**config.mk**
```make
export PLATFORM = sky130hd
export DESIGN_NAME = edmi_core
export DESIGN_NICKNAME = d
export VERILOG_FILES = /design/src/logic/edmi_pkg.sv /design/src/logic/edmi_core.sv
export SDC_FILE = /design/constraint.sdc
export NUM_CORES = 1
export LEC_CHECK = 0
export BUFFER_PORTS_ARGS = -buffer_cell sky130_fd_sc_hd__buf_2
export CORE_ASPECT_RATIO = 1.75
export CORE_MARGIN = 1
export CORE_UTILIZATION = 39
export DETAILED_ROUTE_END_ITERATION = 6
export GPL_TIMING_DRIVEN = 0
export PLACE_DENSITY = 0.7
export REMOVE_ABC_BUFFERS = 1
export SLEW_MARGIN = 20
export SYNTH_ARGS = -nofsm -noshare
export SYNTH_HDL_FRONTEND = slang
export SYNTH_SLANG_ARGS = --single-unit
```
**constraint.sdc**
```tcl
create_clock -name clk -period 2.9 [get_ports clk]
set_clock_uncertainty 0.1 [all_clocks]
set_input_delay 0.145 -clock clk [delete_from_list [all_inputs] [get_ports clk]]
set_output_delay 0.145 -clock clk [all_outputs]
set_load 0.02 [all_outputs]
```
**src/logic/edmi_pkg.sv**
```systemverilog
/*
  constants and types shared by the external data memory interface.
  assumes one system clock and a synchronous active-high reset.
*/
package edmi_pkg;
  // special function register addresses
  localparam logic [7:0] EXT_MEM_CONFIG_ADDR = 8'hA3;
  localparam logic [7:0] PAGE_HIGH_BYTE_ADDR = 8'hA2;
  localparam logic [7:0] TIMING_CONTROL_ADDR = 8'hA1;

  // reset values
  localparam logic [5:0] CFG_RESET  = 6'h03;
  localparam logic [7:0] PAGE_RESET = 8'h00;
  localparam logic [7:0] TMG_RESET  = 8'hFF;

  // ext_mem_config field positions
  localparam int CFG_GRP_BIT  = 5;
  localparam int CFG_NMUX_BIT = 4;
  localparam int CFG_MODE_HI  = 3;
  localparam int CFG_MODE_LO  = 2;
  localparam int CFG_ALE_HI   = 1;
  localparam int CFG_ALE_LO   = 0;

  // timing_control_register field positions
  localparam int TMG_SETUP_HI = 7;
  localparam int TMG_SETUP_LO = 6;
  localparam int TMG_STRB_HI  = 5;
  localparam int TMG_STRB_LO  = 2;
  localparam int TMG_HOLD_HI  = 1;
  localparam int TMG_HOLD_LO  = 0;

  // memory_map_mode encodings
  localparam logic [1:0] MODE_INTERNAL = 2'h0;
  localparam logic [1:0] MODE_SPLIT    = 2'h1;
  localparam logic [1:0] MODE_BANK     = 2'h2;
  localparam logic [1:0] MODE_EXTERNAL = 2'h3;

  // on-chip data ram spans the 8 k below this boundary
  localparam int         RAM_ADDR_W   = 13;
  localparam logic [2:0] ONCHIP_TOP_Z = 3'h0;

  // fixed overhead: one start cycle plus one more closing cycle than this
  localparam logic [3:0] END_CYCLES_M1 = 4'h2;

  typedef enum logic [3:0] {
    ST_IDLE,
    ST_RAM,
    ST_START,
    ST_ALE_H,
    ST_ALE_L,
    ST_SETUP,
    ST_STROBE,
    ST_HOLD,
    ST_END
  } edmi_state_e;
endpackage

```
**src/logic/edmi_core.sv**
```systemverilog
/*
  external data memory interface: routes core external-move accesses to
  on-chip data ram or to off-chip memory on one of two port groups.
  assumes the ram answers within the cycle of its enable, pins are parked by
  port latches when released, and pin inputs are asynchronous.
*/
// What this block does
// - group select picks lower or upper ports
// - mux select shares or splits address/data
// - mode 00: on-chip only, 8k wrap
// - internal 8-bit address: page high, index low
// - split modes: below 8k on-chip, above off-chip
// - split no bank: page decides, high undriven
// - split bank: page and index drive all
// - pointer decides; off-chip drives all sixteen
// - mode 11: everything off-chip, ram hidden
// - external 8-bit: ignore page, high undriven
// - latch strobe high/low 1 to 4 cycles
// - latch width only matters when multiplexed
// - first phase: strobe high, low address
// - second phase: data on shared pins
// - all timing in whole clock periods
// - access is timing plus 4 cycles
// - multiplexed adds at least 2 cycles
// - setup and hold reset to maximum
// - top two config bits read zero
// - pins claimed only during off-chip access
// - input pins have drivers disabled
// - hold field gives 0 to 3 cycles
module edmi_core
  import edmi_pkg::*;
(
  input  wire logic                  clk,
  input  wire logic                  rst,
  input  wire logic [7:0]            sfr_addr,
  input  wire logic                  sfr_wr,
  input  wire logic [7:0]            sfr_wdata,
  output logic      [7:0]            sfr_rdata,
  input  wire logic                  req,
  input  wire logic                  req_write,
  input  wire logic                  req_wide,
  input  wire logic [15:0]           data_pointer,
  input  wire logic [7:0]            indirect_index_register,
  input  wire logic [7:0]            req_wdata,
  output logic                       busy,
  output logic                       done,
  output logic      [7:0]            rdata,
  output logic                       ram_en,
  output logic                       ram_we,
  output logic      [RAM_ADDR_W-1:0] ram_addr,
  output logic      [7:0]            ram_wdata,
  input  wire logic [7:0]            ram_rdata,
  output logic      [1:0][7:0]       addr_hi_o,
  output logic      [1:0]            addr_hi_oe_n,
  output logic      [1:0][7:0]       addr_lo_o,
  output logic      [1:0]            addr_lo_oe_n,
  output logic      [1:0][7:0]       data_o,
  output logic      [1:0]            data_oe_n,
  input  wire logic [1:0][7:0]       data_i,
  output logic      [1:0]            ale_o,
  output logic      [1:0]            rd_n_o,
  output logic      [1:0]            wr_n_o,
  output logic      [1:0]            ctl_oe_n
);

  typedef struct packed {
    logic [5:0]            cfg;
    logic [7:0]            page;
    logic [7:0]            tmg;
    edmi_state_e           st;
    logic [3:0]            cnt;
    logic                  grp;
    logic                  mux;
    logic                  wr;
    logic [7:0]            wdat;
    logic [7:0]            alo;
    logic [1:0][7:0]       sync1;
    logic [1:0][7:0]       sync2;
    logic [7:0]            sfr_rdata;
    logic                  busy;
    logic                  done;
    logic [7:0]            rdata;
    logic                  ram_en;
    logic                  ram_we;
    logic [RAM_ADDR_W-1:0] ram_addr;
    logic [7:0]            ram_wdata;
    logic [1:0][7:0]       ahi;
    logic [1:0]            ahi_oe_n;
    logic [1:0][7:0]       alo_p;
    logic [1:0]            alo_oe_n;
    logic [1:0][7:0]       dat;
    logic [1:0]            dat_oe_n;
    logic [1:0]            ale;
    logic [1:0]            rd_n;
    logic [1:0]            wr_n;
    logic [1:0]            ctl_oe_n;
  } edmi_state_s;

  edmi_state_s q;
  edmi_state_s next_q;

  always_comb begin
    logic [15:0] eff;
    logic [1:0]  mode;
    logic        off;
    logic        drv_hi;
    logic        g;
    logic        mux;
    eff    = 16'h0000;
    mode   = q.cfg[CFG_MODE_HI:CFG_MODE_LO];
    off    = 1'b0;
    drv_hi = 1'b0;
    g      = q.cfg[CFG_GRP_BIT];
    mux    = ~q.cfg[CFG_NMUX_BIT];
    next_q = q;
    next_q.done   = 1'b0;
    next_q.ram_en = 1'b0;
    // first stage feeds only the second stage
    next_q.sync1 = data_i;
    next_q.sync2 = q.sync1;

    if (sfr_wr) begin
      case (sfr_addr)
        EXT_MEM_CONFIG_ADDR: next_q.cfg = sfr_wdata[5:0];
        PAGE_HIGH_BYTE_ADDR: next_q.page = sfr_wdata;
        TIMING_CONTROL_ADDR: next_q.tmg = sfr_wdata;
        default: ;
      endcase
    end
    case (sfr_addr)
      EXT_MEM_CONFIG_ADDR: next_q.sfr_rdata = {2'h0, q.cfg};
      PAGE_HIGH_BYTE_ADDR: next_q.sfr_rdata = q.page;
      TIMING_CONTROL_ADDR: next_q.sfr_rdata = q.tmg;
      default:             next_q.sfr_rdata = 8'h00;
    endcase

    case (q.st)
      ST_IDLE: begin
        if (req) begin
          eff = req_wide ? data_pointer : {q.page, indirect_index_register};
          case (mode)
            MODE_INTERNAL: off = 1'b0;
            MODE_EXTERNAL: off = 1'b1;
            default:       off = (eff[15:13] != ONCHIP_TOP_Z);
          endcase
          drv_hi = req_wide | (mode == MODE_BANK);
          next_q.busy = 1'b1;
          if (!off) begin
            next_q.ram_en    = 1'b1;
            next_q.ram_we    = req_write;
            next_q.ram_addr  = eff[RAM_ADDR_W-1:0];
            next_q.ram_wdata = req_wdata;
            next_q.st        = ST_RAM;
          end else begin
            // latched so a config write mid-access cannot move the pins
            next_q.grp  = g;
            next_q.mux  = mux;
            next_q.wr   = req_write;
            next_q.wdat = req_wdata;
            next_q.alo  = eff[7:0];
            next_q.st   = ST_START;
            next_q.ctl_oe_n[g] = 1'b0;
            next_q.rd_n[g]     = 1'b1;
            next_q.wr_n[g]     = 1'b1;
            next_q.ale[g]      = 1'b0;
            if (drv_hi) begin
              next_q.ahi[g]      = eff[15:8];
              next_q.ahi_oe_n[g] = 1'b0;
            end
            if (mux) begin
              next_q.dat[g]      = eff[7:0];
              next_q.dat_oe_n[g] = 1'b0;
            end else begin
              next_q.alo_p[g]    = eff[7:0];
              next_q.alo_oe_n[g] = 1'b0;
              next_q.dat[g]      = req_wdata;
              next_q.dat_oe_n[g] = ~req_write;
            end
          end
        end
      end
      ST_RAM: begin
        if (!q.ram_we) begin
          next_q.rdata = ram_rdata;
        end
        next_q.done = 1'b1;
        next_q.busy = 1'b0;
        next_q.st   = ST_IDLE;
      end
      ST_START: begin
        if (q.mux) begin
          next_q.ale[q.grp] = 1'b1;
          next_q.cnt = {2'h0, q.cfg[CFG_ALE_HI:CFG_ALE_LO]};
          next_q.st  = ST_ALE_H;
        end else if (q.tmg[TMG_SETUP_HI:TMG_SETUP_LO] != 2'h0) begin
          // latch width ignored when not multiplexed
          next_q.cnt = {2'h0, q.tmg[TMG_SETUP_HI:TMG_SETUP_LO]} - 4'h1;
          next_q.st  = ST_SETUP;
        end else begin
          next_q.cnt = q.tmg[TMG_STRB_HI:TMG_STRB_LO];
          next_q.st  = ST_STROBE;
          next_q.rd_n[q.grp] = q.wr;
          next_q.wr_n[q.grp] = ~q.wr;
        end
      end
      ST_ALE_H: begin
        next_q.cnt = q.cnt - 4'h1;
        if (q.cnt == 4'h0) begin
          next_q.ale[q.grp] = 1'b0;
          next_q.cnt = {2'h0, q.cfg[CFG_ALE_HI:CFG_ALE_LO]};
          next_q.st  = ST_ALE_L;
        end
      end
      ST_ALE_L: begin
        next_q.cnt = q.cnt - 4'h1;
        if (q.cnt == 4'h0) begin
          // address stays on the shared pins through the low time
          next_q.dat[q.grp]      = q.wdat;
          next_q.dat_oe_n[q.grp] = ~q.wr;
          if (q.tmg[TMG_SETUP_HI:TMG_SETUP_LO] != 2'h0) begin
            next_q.cnt = {2'h0, q.tmg[TMG_SETUP_HI:TMG_SETUP_LO]} - 4'h1;
            next_q.st  = ST_SETUP;
          end else begin
            next_q.cnt = q.tmg[TMG_STRB_HI:TMG_STRB_LO];
            next_q.st  = ST_STROBE;
            next_q.rd_n[q.grp] = q.wr;
            next_q.wr_n[q.grp] = ~q.wr;
          end
        end
      end
      ST_SETUP: begin
        next_q.cnt = q.cnt - 4'h1;
        if (q.cnt == 4'h0) begin
          next_q.cnt = q.tmg[TMG_STRB_HI:TMG_STRB_LO];
          next_q.st  = ST_STROBE;
          next_q.rd_n[q.grp] = q.wr;
          next_q.wr_n[q.grp] = ~q.wr;
        end
      end
      ST_STROBE: begin
        next_q.cnt = q.cnt - 4'h1;
        if (q.cnt == 4'h0) begin
          // synchroniser lags two cycles: read strobes under three cycles capture stale data
          if (!q.wr) begin
            next_q.rdata = q.sync2[q.grp];
          end
          next_q.rd_n[q.grp] = 1'b1;
          next_q.wr_n[q.grp] = 1'b1;
          if (q.tmg[TMG_HOLD_HI:TMG_HOLD_LO] != 2'h0) begin
            next_q.cnt = {2'h0, q.tmg[TMG_HOLD_HI:TMG_HOLD_LO]} - 4'h1;
            next_q.st  = ST_HOLD;
          end else begin
            next_q.cnt = END_CYCLES_M1;
            next_q.st  = ST_END;
          end
        end
      end
      ST_HOLD: begin
        next_q.cnt = q.cnt - 4'h1;
        if (q.cnt == 4'h0) begin
          next_q.cnt = END_CYCLES_M1;
          next_q.st  = ST_END;
        end
      end
      ST_END: begin
        // hand pins back to the port latches
        next_q.ahi_oe_n = 2'h3;
        next_q.alo_oe_n = 2'h3;
        next_q.dat_oe_n = 2'h3;
        next_q.ctl_oe_n = 2'h3;
        next_q.cnt = q.cnt - 4'h1;
        if (q.cnt == 4'h0) begin
          next_q.done = 1'b1;
          next_q.busy = 1'b0;
          next_q.st   = ST_IDLE;
        end
      end
      default: next_q.st = ST_IDLE;
    endcase
  end

  always_ff @(posedge clk) begin
    if (rst) begin
      q          <= '0;
      q.cfg      <= CFG_RESET;
      q.page     <= PAGE_RESET;
      q.tmg      <= TMG_RESET;
      q.st       <= ST_IDLE;
      q.ahi_oe_n <= 2'h3;
      q.alo_oe_n <= 2'h3;
      q.dat_oe_n <= 2'h3;
      q.ctl_oe_n <= 2'h3;
      q.rd_n     <= 2'h3;
      q.wr_n     <= 2'h3;
    end else begin
      q <= next_q;
    end
  end

  assign sfr_rdata    = q.sfr_rdata;
  assign busy         = q.busy;
  assign done         = q.done;
  assign rdata        = q.rdata;
  assign ram_en       = q.ram_en;
  assign ram_we       = q.ram_we;
  assign ram_addr     = q.ram_addr;
  assign ram_wdata    = q.ram_wdata;
  assign addr_hi_o    = q.ahi;
  assign addr_hi_oe_n = q.ahi_oe_n;
  assign addr_lo_o    = q.alo_p;
  assign addr_lo_oe_n = q.alo_oe_n;
  assign data_o       = q.dat;
  assign data_oe_n    = q.dat_oe_n;
  assign ale_o        = q.ale;
  assign rd_n_o       = q.rd_n;
  assign wr_n_o       = q.wr_n;
  assign ctl_oe_n     = q.ctl_oe_n;

endmodule

```
==> metrics.yaml, run 1 <==
sta:
  grt_setup_unrepaired: "no"
  layout_min_cycle_time_ps: 2730
  finalSetupViolCount: 0
  slew_headroom_pct: 43.0
  final.setup.tns_ps: 0
  final.hold.worst_slack_ps: 11.0
  final.period_utilization_pct: 94.3
  slew_viol_final: 0
  max_freq_mhz: 366
  final.setup.worst_slack_ps: 166
  worst_pin_slew_ps: 854
  final_hold_viol_count: 0
clocking:
  numCtsBuffers: 17
  clk_pin_slew_ps: 70
  cts-root-buf: "sky130_fd_sc_hd__clkbuf_16"
  cts_max_level: 4
  clock_sinks: 176
  cts.path.max_buffers: 2
  tritoncts_clock_tree: "done"
  clock_insertion_delay_worst_skew_ps: 440
layout:
  synthToLayoutAreaGrowth_pct: 18.9
  regArea_sq_um: 3530
  final_net_count: 1161
  fillerInstances: 2113
  drive_above_1_share_pct: 24.9
  multi_input_area_sq_um: 4280
  final_core_util_pct: 47.1
synthesis:
  synth-edff-count: 0
  number_of_register_bits_inferred_by_synthesis: 176
  netlist_top_cells_area: "sky130_fd_sc_hd__dfxtp_1 40%, sky130_fd_sc_hd__buf_4 8.6%, sky130_fd_sc_hd__mux2i_1 8.6%, sky130_fd_sc_hd__nor2_1 5.9%, sky130_fd_sc_hd__a211oi_1 5.4%"
  syn-cell-area_sq_um: 8720
  synthesis.instances: 990
  netlist.area_leader.share_pct: 40.4
  synth_top_area_cell: "sky130_fd_sc_hd__dfxtp_1"
  synth_warnings: 0
  yosysSeqAreaShare_pct: 40.4
  post_synthesis_area_per_instance_sq_um: 8.81
  ys_async_sr_fraction_pct: 0
  netlist-cell-type-count: 67
  synth_top_flop_cell: "sky130_fd_sc_hd__dfxtp_1"
setup_path:
  worst-setup-path-type: "reg -> reg"
  startpoint: "q[158]"
  worstPathCellList: "nor2_1 -> nand2_1 -> nor3_2 -> buf_6 -> mux2i_1 -> nor2_1"
  cp_data_arrival_time_ps: 2950
  cp_common_cell: "sky130_fd_sc_hd__nor2_1"
  critical_path_peak_fanout: 31
  cp_data_required_time_ps: 3120
  rr_worst_depth: 6
  endpoint: "q[153]"
  worst_path_max_delay_cell: "sky130_fd_sc_hd__nor3_2"
  critical-path-max-stage-delay_ps: 680
  regToRegStartpoint: "q[158]"
  reg2reg_setup_slack_ps: 170
  cp-start-kind: "register"
  sort_of_element_at_the_end_of_the_critical_path: "register"
  critical_path.reg2reg.endpoint: "q[153]"
place:
  place.detailed.hpwl_microns: 16100
  pre_cts_ws_ps: -553
  io_buffer_count: 180
  globalplace.congestion: 0.892
power:
  worst_case_vdd_ir_drop_mv: 0.370
  share_clk_of_total_power_pct: 44.6
  total_internal_power_w: 0.00402
  switchingPower_w: 0.00127
  power-per-cell-area_nw_per_um2: 511
  combinational_cell_fraction_of_total_power_pct: 8.2
  power_w: 0.00529
  sw_frac_of_total_pct: 23.9
  seq_power_share_pct: 47.3
  leakagePower_nw: 4.23
floorplan:
  start_util_pct: 39.7
  io_pins: 181
  std_cell_rows: 72
  placeableCoreArea_sq_um: 22000
  die-width_microns: 115
  die_h_microns: 200
  die_outline_area_sq_um: 23000
drt:
  first_pass_iters: 5
  drt_iter0_markers: 711
  detailroute.via_count: 7523
  final_antenna_net_count: 0
  totalWireLength_microns: 23400
  avgViaCountPerCell: 5.43
  drc: 0
  wl_per_cell_microns: 16.9
outcome:
  status: "complete, no violations"
worst_hold_path:
  timing.hold.worst.class: "in -> reg"
global_routing:
  antenna_found_initial: 1
  grt_pass1_wl_microns: 36300
  grt_pass1_vias: 6990
  largest_net_degree_at_the_start_of_global_routing: 99
  grt-ovfl-total: 0
  grt_util_all_layers_pct: 20.3
job:
  drv_cap: 0
## layout by cell type (no fill, tap or decap), drive strengths merged, types with 5 or more instances in the layout
cell type and instances:
a211o 8, a211oi 64, a21oi 36, a22oi 27, a31oi 25, and2 7, and3 6, buf 201
clkbuf 21, dfxtp 176, dlygate4sd3 37, ha 7, inv 17, mux2 7, mux2i 75, nand2 42
nand2b 9, nand3 8, nor2 136, nor2b 41, nor3 8, nor3b 6, nor4 10, o211ai 7
o21ai 30, or3 5, or4 5
## layout make-up
type,instances,share of cell area [%]
clock buffer,21,4.25
multi-input combinational,628,41.3
inverter,15,0.543
antenna,1,0.0241
clock inverter,11,1.48
sequential,176,34.1
timing repair buffer,238,14.8
tap,296,3.57
## sequential cells by signal, indices dropped and copies added, names as in the netlist, 8 cells and up
register   flops
addr_lo_o     16
next_q        16
sfr_rdata      8
addr_hi_o     16
q             57
data_o        16
ram_addr      13
ram_wdata      8
rdata          8
## per-stage QoR
stage / cell area (sq um) / std cells
floorplan: 7690 / 819
global route: 10400 / 1386
global placement: 8960 / 1295
detailed placement: 9160 / 1302
finish: 10400 / 1386
CTS: 10200 / 1373
## cell families (layout without fill, tap and decap cells)
family                     after synthesis  after routing  synth area share (%)
AOI/OAI and AO/OA                      242            242                  19.6
and+or+nand+nor                        296            296                  16.9
DFF                                    176            176                  40.4
buffers and inverters                  186            285                  12.5
adders and majority gates                7              7                  1.00
muxes                                   82             82                  9.51
other                                    0              1                     0
xor gates and xnor gates                 1              1                 0.100
## power by group through the flow
stage          logic [W]  registers (W)  clock network, W
5_1_grt         0.000471        0.00251           0.00250
2_1_floorplan   0.000153        0.00259                 0
6_report        0.000431        0.00250           0.00236
3_5_place_dp    0.000388        0.00255                 0
4_1_cts         0.000429        0.00250           0.00241
3_3_place_gp    0.000373        0.00255                 0
## worst min path at each step
stage	startpoint	to	slack [ps]	cells past startpoint
floorplan	rst	busy	110	1
global route	data_pointer[9]	addr_hi_o[9]	40	3
global placement	data_i[13]	next_q[116]	250	2
finish	ram_rdata[5]	rdata[5]	10	5
CTS	ram_rdata[5]	rdata[5]	1	5
detailed placement	data_i[4]	next_q[107]	260	2
## critical path: cells and delay by family (launching register included)
family	cells	cell delay (ps)
buffers and inverters	1	230
flip-flops	1	550
multiplexers	1	190
AND/OR/NAND/NOR	4	1530
## layer usage
metal | wire length [microns] | part of all wire [%] | vias up | track usage (%)
li1 | - | - | 3611 | -
met1 | 9050 | 39 | 3573 | 23.0
met2 | 12200 | 52 | 280 | 35.5
met3 | 1160 | 5.0 | 59 | 3.17
met4 | 1040 | 4.4 | 0 | 12.1
met5 | 0 | 0 | - | 0
## synthesized netlist by cell type (8+ instances only)
master / instances
sky130_fd_sc_hd__nand2b_1: 9
sky130_fd_sc_hd__nand2_1: 41
sky130_fd_sc_hd__nor2_1: 136
sky130_fd_sc_hd__nor2b_1: 41
sky130_fd_sc_hd__a21oi_1: 36
sky130_fd_sc_hd__clkbuf_1: 52
sky130_fd_sc_hd__o21ai_0: 28
sky130_fd_sc_hd__buf_2: 12
sky130_fd_sc_hd__a211o_1: 8
sky130_fd_sc_hd__a31oi_1: 25
sky130_fd_sc_hd__dfxtp_1: 176
sky130_fd_sc_hd__mux2i_1: 75
sky130_fd_sc_hd__a22oi_1: 27
sky130_fd_sc_hd__nand3_1: 8
sky130_fd_sc_hd__buf_4: 100
sky130_fd_sc_hd__nor3_1: 8
sky130_fd_sc_hd__inv_1: 14
sky130_fd_sc_hd__a211oi_1: 63
## repair_timing
action,4_1_cts,5_1_grt
setup endpoints to repair,71,41
pin swaps,2,3
hold endpoints to repair,63,0
hold buffers,37,0
gates resized for setup,12,6
setup buffers,2,11
No activity file was read; power rests on OpenSTA's default activity.
==> run 2: changes to the inputs <==
- REMOVE_ABC_BUFFERS: 1 -> not set
==> run 2 against run 1 <==
Cell area grew 6.7%. Register-to-register slack got worse by 60 ps. Combinational power increased by 15%. Sequential share of layout area decreased by 2.2 points. Count of clock-buffer cells in the layout shrank 1. Via count rose by 9.2%. Critical path type unchanged.
==> metrics.yaml, run 2 (synthesis results as in run 1) <==
outcome:
  status: "complete, no violations"
layout:
  fillerInstances: 2170  # +2.7%
  leading_cell_types_in_the_layout_fill_and_taps_excluded: "190 x sky130_fd_sc_hd__buf_2, 176 x sky130_fd_sc_hd__dfxtp_1, 135 x sky130_fd_sc_hd__nor2_1"
  finish.instance_area_sq_um: 11100  # +6.7%
  multi_input_area_sq_um: 4200  # -1.9%
  largest_register_ffs: 57  # unchanged
  synthToLayoutAreaGrowth_pct: 26.8
  max_flop_register: "q"
  final_core_util_pct: 50.3  # +3.1 points
  final_common_cell: "sky130_fd_sc_hd__buf_2"
  drive_above_1_share_pct: 29.9  # +5.0 points
  regArea_sq_um: 3520  # -0.18%
  antennaDiodeCount: 0  # -1
  final_net_count: 1310  # +13%
power:
  leakagePower_nw: 4.75  # +12%
  worst_case_vdd_ir_drop_mv: 0.349  # -5.8%
  power_w: 0.00532  # +0.47%
  total_internal_power_w: 0.00395  # -1.8%
  share_clk_of_total_power_pct: 43.7  # -0.9 points
  power-per-cell-area_nw_per_um2: 481  # -5.8%
  combinational_cell_fraction_of_total_power_pct: 9.3  # +1.1 points
  switchingPower_w: 0.00136  # +7.6%
  sw_frac_of_total_pct: 25.6  # +1.7 points
  seq_power_share_pct: 46.9  # -0.4 points
drt:
  drt_iter0_markers: 573  # -19%
  totalWireLength_microns: 28100  # +20%
  drc: 0  # unchanged
  avgViaCountPerCell: 5.35  # -1.4%
  final_antenna_net_count: 0  # unchanged
  wl_per_cell_microns: 18.3  # +8.4%
  first_pass_iters: 5  # unchanged
  detailroute.via_count: 8212  # +9.2%
worst_hold_path:
  timing.hold.worst.class: "in -> reg"
  holdPathStages: 5  # unchanged
clocking:
  clock_insertion_delay_worst_skew_ps: 440  # about the same
  clock_sinks: 176  # unchanged
  clk_pin_slew_ps: 70  # about the same
  cts-root-buf: "sky130_fd_sc_hd__clkbuf_16"
  numCtsBuffers: 17  # unchanged
  tritoncts_clock_tree: "done"
  cts.path.max_buffers: 2  # unchanged
  cts_max_level: 4  # unchanged
global_routing:
  antenna_found_initial: 0  # -1
  grt_pass1_wl_microns: 42100  # +16%
  largest_net_degree_at_the_start_of_global_routing: 17  # -83%
  grt_pass1_vias: 7751  # +11%
  grt-ovfl-total: 0  # unchanged
  grt_util_all_layers_pct: 24.5  # +4.3 points
setup_path:
  worst-setup-path-type: "reg -> reg"
  cp-start-kind: "register"
  sort_of_element_at_the_end_of_the_critical_path: "register"
  critical_path_peak_fanout: 10  # -68%
  rr_worst_depth: 7  # +1
  cp_data_required_time_ps: 3140  # +20 ps
  cp_data_arrival_time_ps: 3040  # +90 ps
floorplan:
  die_outline_area_sq_um: 23000  # unchanged
  placeableCoreArea_sq_um: 22000  # unchanged
  std_cell_rows: 72  # unchanged
  die-width_microns: 115  # unchanged
  start_util_pct: 39.7  # unchanged
  io_pins: 181  # unchanged
  die_h_microns: 200  # unchanged
sta:
  layout_min_cycle_time_ps: 2790  # +58.6 ps
  max_freq_mhz: 358  # -2.1%
  final.period_utilization_pct: 96.3  # +2.0 points
  final_hold_viol_count: 0  # unchanged
  grt_setup_unrepaired: "no"
  worst_pin_slew_ps: 891  # +37.0 ps
  finalSetupViolCount: 0  # unchanged
  final.setup.tns_ps: 0  # unchanged
  slew_headroom_pct: 40.2  # -2.8 points
  slew_viol_final: 0  # unchanged
place:
  place.detailed.hpwl_microns: 21300  # +32%
  io_buffer_count: 178  # -1.1%
  detailed_place.area_sq_um: 9990  # +9.1%
  globalplace.congestion: 0.976  # +9.4%
synthesis:
  postSynthNetCount: 1075
job:
  drv_cap: 0  # unchanged
run 2: cell count changes in the layout (fill, tap and decap cells not counted), sizes merged, moves of 2 or more:
cell and delta:
clkbuf +52, inv +2, dlygate4sd3 -4, buf +100, bufinv -2
run 2: metal layers:
layer  global-route usage (%)  share of wire (%)  vias up
met1                     24.0                 36     3901
li1                         -                  -     3914
met2                     47.0                 54      298
met4                     15.9                5.6        0
met5                        0                  0        -
met3                     3.77                3.8       99
run 2: area by class of cell:
cell class	count	share of cell area [%]
Tap cell	296	3.35
Clock buffer	20	4.22
Buffer	170	9.42
Sequential cell	176	31.9
Clock inverter	12	1.10
Timing Repair Buffer	217	11.6
Inverter	15	0.509
Multi-Input combinational cell	628	38.0
run 2: critical path, cell delays in order (launching register included):
cell                       delay [ps]
sky130_fd_sc_hd__dfxtp_1          300
sky130_fd_sc_hd__buf_2            160
sky130_fd_sc_hd__nor2_1           450
sky130_fd_sc_hd__nand2_1          400
sky130_fd_sc_hd__nor4_4           580
sky130_fd_sc_hd__clkbuf_1         380
sky130_fd_sc_hd__nor2_1            80
sky130_fd_sc_hd__a211oi_1         250
run 2: stage by stage:
step	worst slack, ps	std cells	hold WS (ps)
3_3_place_gp	-342	1464	254
5_1_grt	15.7	1534	30.6
6_report	107	1534	17.9
4_1_cts	-9.01	1529	9.75
3_5_place_dp	-147	1464	257
2_1_floorplan	362	990	170
run 2: final timing paths:
check,start,endpoint,slack [ps]
max,q[160],addr_lo_o[14],110
min,ram_rdata[1],rdata[1],20
max reg2reg,q[160],addr_lo_o[14],110
min reg2reg,next_q[114],q[114],330
run 2: timing repair:
item                                   CTS  global route
resized for setup                        2            25
endpoints found under the hold margin   56             0
hold buffers                            33             0
setup buffers                            0             6
setup endpoints to repair                7            78
pin swaps                                0             1
run 2: power groups by stage:
stage | registers [W] | logic (W) | clock network, W
3_5_place_dp | 0.00255 | 0.000458 | 0
2_1_floorplan | 0.00255 | 0.000276 | 0
3_3_place_gp | 0.00255 | 0.000452 | 0
6_report | 0.00249 | 0.000497 | 0.00232
5_1_grt | 0.00250 | 0.000534 | 0.00243
4_1_cts | 0.00249 | 0.000494 | 0.00234
==> run 3: changes to the inputs <==
- clock period: 2.9 -> 3 ns (I/O delays scaled with it)
==> run 3 against run 2 <==
Core utilization decreased by 0.39 points. Critical path depth is the same. Register-to-register slack improved by 30 ps. Cell area fell by 0.77%. Fmax down 2.3%. Worst setup slack improved by 35 ps. Sequential power fell by 3%. Flip-flop and latch count unchanged.
==> metrics.yaml, run 3 (synthesis results as in run 1) <==
power:
  sw_frac_of_total_pct: 25.4  # -0.21 points
  power-per-cell-area_nw_per_um2: 467  # -2.9%
  switchingPower_w: 0.00130  # -4.4%
  worst_case_vdd_ir_drop_mv: 0.337  # -3.4%
  power_w: 0.00512  # -3.6%
  leakagePower_nw: 4.69  # -1.3%
  seq_power_share_pct: 47.1  # +0.2 points
  total_internal_power_w: 0.00382  # -3.4%
  combinational_cell_fraction_of_total_power_pct: 9.3  # about the same
  share_clk_of_total_power_pct: 43.6  # about the same
sta:
  finalSetupViolCount: 0  # unchanged
  final.hold.worst_slack_ps: 26.0  # +8.13 ps
  slew_headroom_pct: 35.5  # -4.6 points
  worst_pin_slew_ps: 958  # +67.4 ps
  max_freq_mhz: 350  # -2.3%
  slew_viol_final: 0  # unchanged
  final.setup.worst_slack_ps: 142  # +34.7 ps
  layout_min_cycle_time_ps: 2860  # +65.3 ps
  final.period_utilization_pct: 95.3  # -1.0 points
  final_hold_viol_count: 0  # unchanged
  grt_setup_unrepaired: "yes"
setup_path:
  cp-start-kind: "register"
  worst-setup-path-type: "reg -> reg"
  sort_of_element_at_the_end_of_the_critical_path: "register"
  critical_path_peak_fanout: 10  # unchanged
  cp_data_required_time_ps: 3240  # +100 ps
  cp_data_arrival_time_ps: 3100  # +60 ps
global_routing:
  most_used_layer_global_route: "met2"
  grt_pass1_wl_microns: 42100  # about the same
  antenna_found_initial: 0  # unchanged
  grt-ovfl-total: 0  # unchanged
  grt_util_all_layers_pct: 24.6  # about the same
  global_route.usage.met1_pct: 24.3  # +0.23 points
  grt_pass1_vias: 7757  # +0.077%
  grt_util_met2_pct: 46.7  # -0.29 points
  met3_usage_pct: 3.41  # -0.36 points
  largest_net_degree_at_the_start_of_global_routing: 17  # unchanged
drt:
  final_antenna_net_count: 0  # unchanged
  drc: 0  # unchanged
  drt_iter0_markers: 539  # -5.9%
  totalWireLength_microns: 28100  # -0.16%
  first_pass_iters: 5  # unchanged
  avgViaCountPerCell: 5.29  # -1.3%
  detailroute.via_count: 8082  # -1.6%
  wl_per_cell_microns: 18.4  # +0.17%
layout:
  drive_above_1_share_pct: 29.0  # -0.85 points
  synthToLayoutAreaGrowth_pct: 25.8
  final_net_count: 1305  # -0.38%
  antennaDiodeCount: 0  # unchanged
  leading_cell_types_in_the_layout_fill_and_taps_excluded: "191 x sky130_fd_sc_hd__buf_2, 176 x sky130_fd_sc_hd__dfxtp_1, 136 x sky130_fd_sc_hd__nor2_1"
  layout.cells.non_filler: 1529  # -0.33%
  final_common_cell: "sky130_fd_sc_hd__buf_2"
  final_core_util_pct: 49.9  # -0.39 points
  largest_register_ffs: 57  # unchanged
  max_flop_register: "q"
place:
  io_buffer_count: 178  # unchanged
  pre_cts_ws_ps: -46.8  # +100 ps
  place.detailed.hpwl_microns: 21300  # unchanged
  dp.cells: 1464  # unchanged
  globalplace.congestion: 0.976  # unchanged
clocking:
  clock_sinks: 176  # unchanged
  clk_pin_slew_ps: 70  # about the same
  cts_max_level: 4  # unchanged
  tritoncts_clock_tree: "done"
  clock_insertion_delay_worst_skew_ps: 440  # about the same
  cts-root-buf: "sky130_fd_sc_hd__clkbuf_16"
  cts.path.max_buffers: 2  # unchanged
  numCtsBuffers: 17  # unchanged
  cts_post_setup_buffers_inserted: 0  # unchanged
floorplan:
  die_h_microns: 200  # unchanged
  die_outline_area_sq_um: 23000  # unchanged
  placeableCoreArea_sq_um: 22000  # unchanged
  std_cell_rows: 72  # unchanged
  io_pins: 181  # unchanged
  die-width_microns: 115  # unchanged
  start_util_pct: 39.7  # unchanged
worst_hold_path:
  timing.hold.worst.class: "in -> reg"
job:
  drv_cap: 0  # unchanged
outcome:
  status: "complete, no violations"
synthesis:
  postSynthNetCount: 1075  # unchanged
## run 3: changes by cell type in the layout (fill, tap and decap cells not counted), sizes merged
cell,change
buf,-4
clkbuf,-1
## run 3: path summary, 6_finish.rpt
kind,startpoint,to,slack (ps),cells after the start
min reg2reg,next_q[114],q[114],330,1
max,q[160],addr_hi_o[5],140,7
max reg2reg,q[160],addr_hi_o[5],140,7
min,ram_rdata[5],rdata[5],30,5
## run 3: metal layers
| metal | share of wire [%] | vias to the layer above | wire length (microns) |
|---|---|---|---|
| met5 | 0 | - | 0 |
| met4 | 5.4 | 0 | 1500 |
| met3 | 3.5 | 82 | 989 |
| met2 | 54 | 266 | 15300 |
| met1 | 37 | 3835 | 10300 |
| li1 | - | 3899 | - |
## run 3: final cells by class
class	count	area, sq um
fill	2180	11000
multi-input combinational	628	4170
sequential	176	3520
timing repair buffer	211	1220
buffer	171	1040
clock buffer	20	467
tap	296	370
clock inverter	12	121
inverter	15	56.3
## run 3: repair_timing
action / in CTS / in global routing
gates resized for setup: 1 / 15
hold buffers: 33 / 0
hold endpoints to repair: 56 / 0
endpoints found under the setup margin: 1 / 29
pin swaps: 0 / 0
## run 3: power by group through the flow
stage	logic (W)	clock network (W)	registers (W)
after floorplan	0.000267	0	0.00246
after global routing	0.000515	0.00235	0.00242
after global placement	0.000437	0	0.00246
after CTS	0.000478	0.00226	0.00241
after detailed placement	0.000443	0	0.00246
final	0.000479	0.00223	0.00241
## run 3: critical path, cell delays in order (launching register included)
cell and delay [ps]:
sky130_fd_sc_hd__dfxtp_1 300, sky130_fd_sc_hd__buf_2 160, sky130_fd_sc_hd__nor4_1 790, sky130_fd_sc_hd__o21ai_0 250, sky130_fd_sc_hd__nor4_2 560, sky130_fd_sc_hd__buf_2 340
sky130_fd_sc_hd__nor2_1 60, sky130_fd_sc_hd__a211oi_1 210
## run 3: through the flow
step | setup TNS (ps) | instance area (sq um)
after CTS | 0 | 10900
after floorplan | 0 | 8720
after detailed placement | -46.8 | 9990
after global placement | -1540 | 9980
final | 0 | 11000
after global routing | -3.10 | 11000
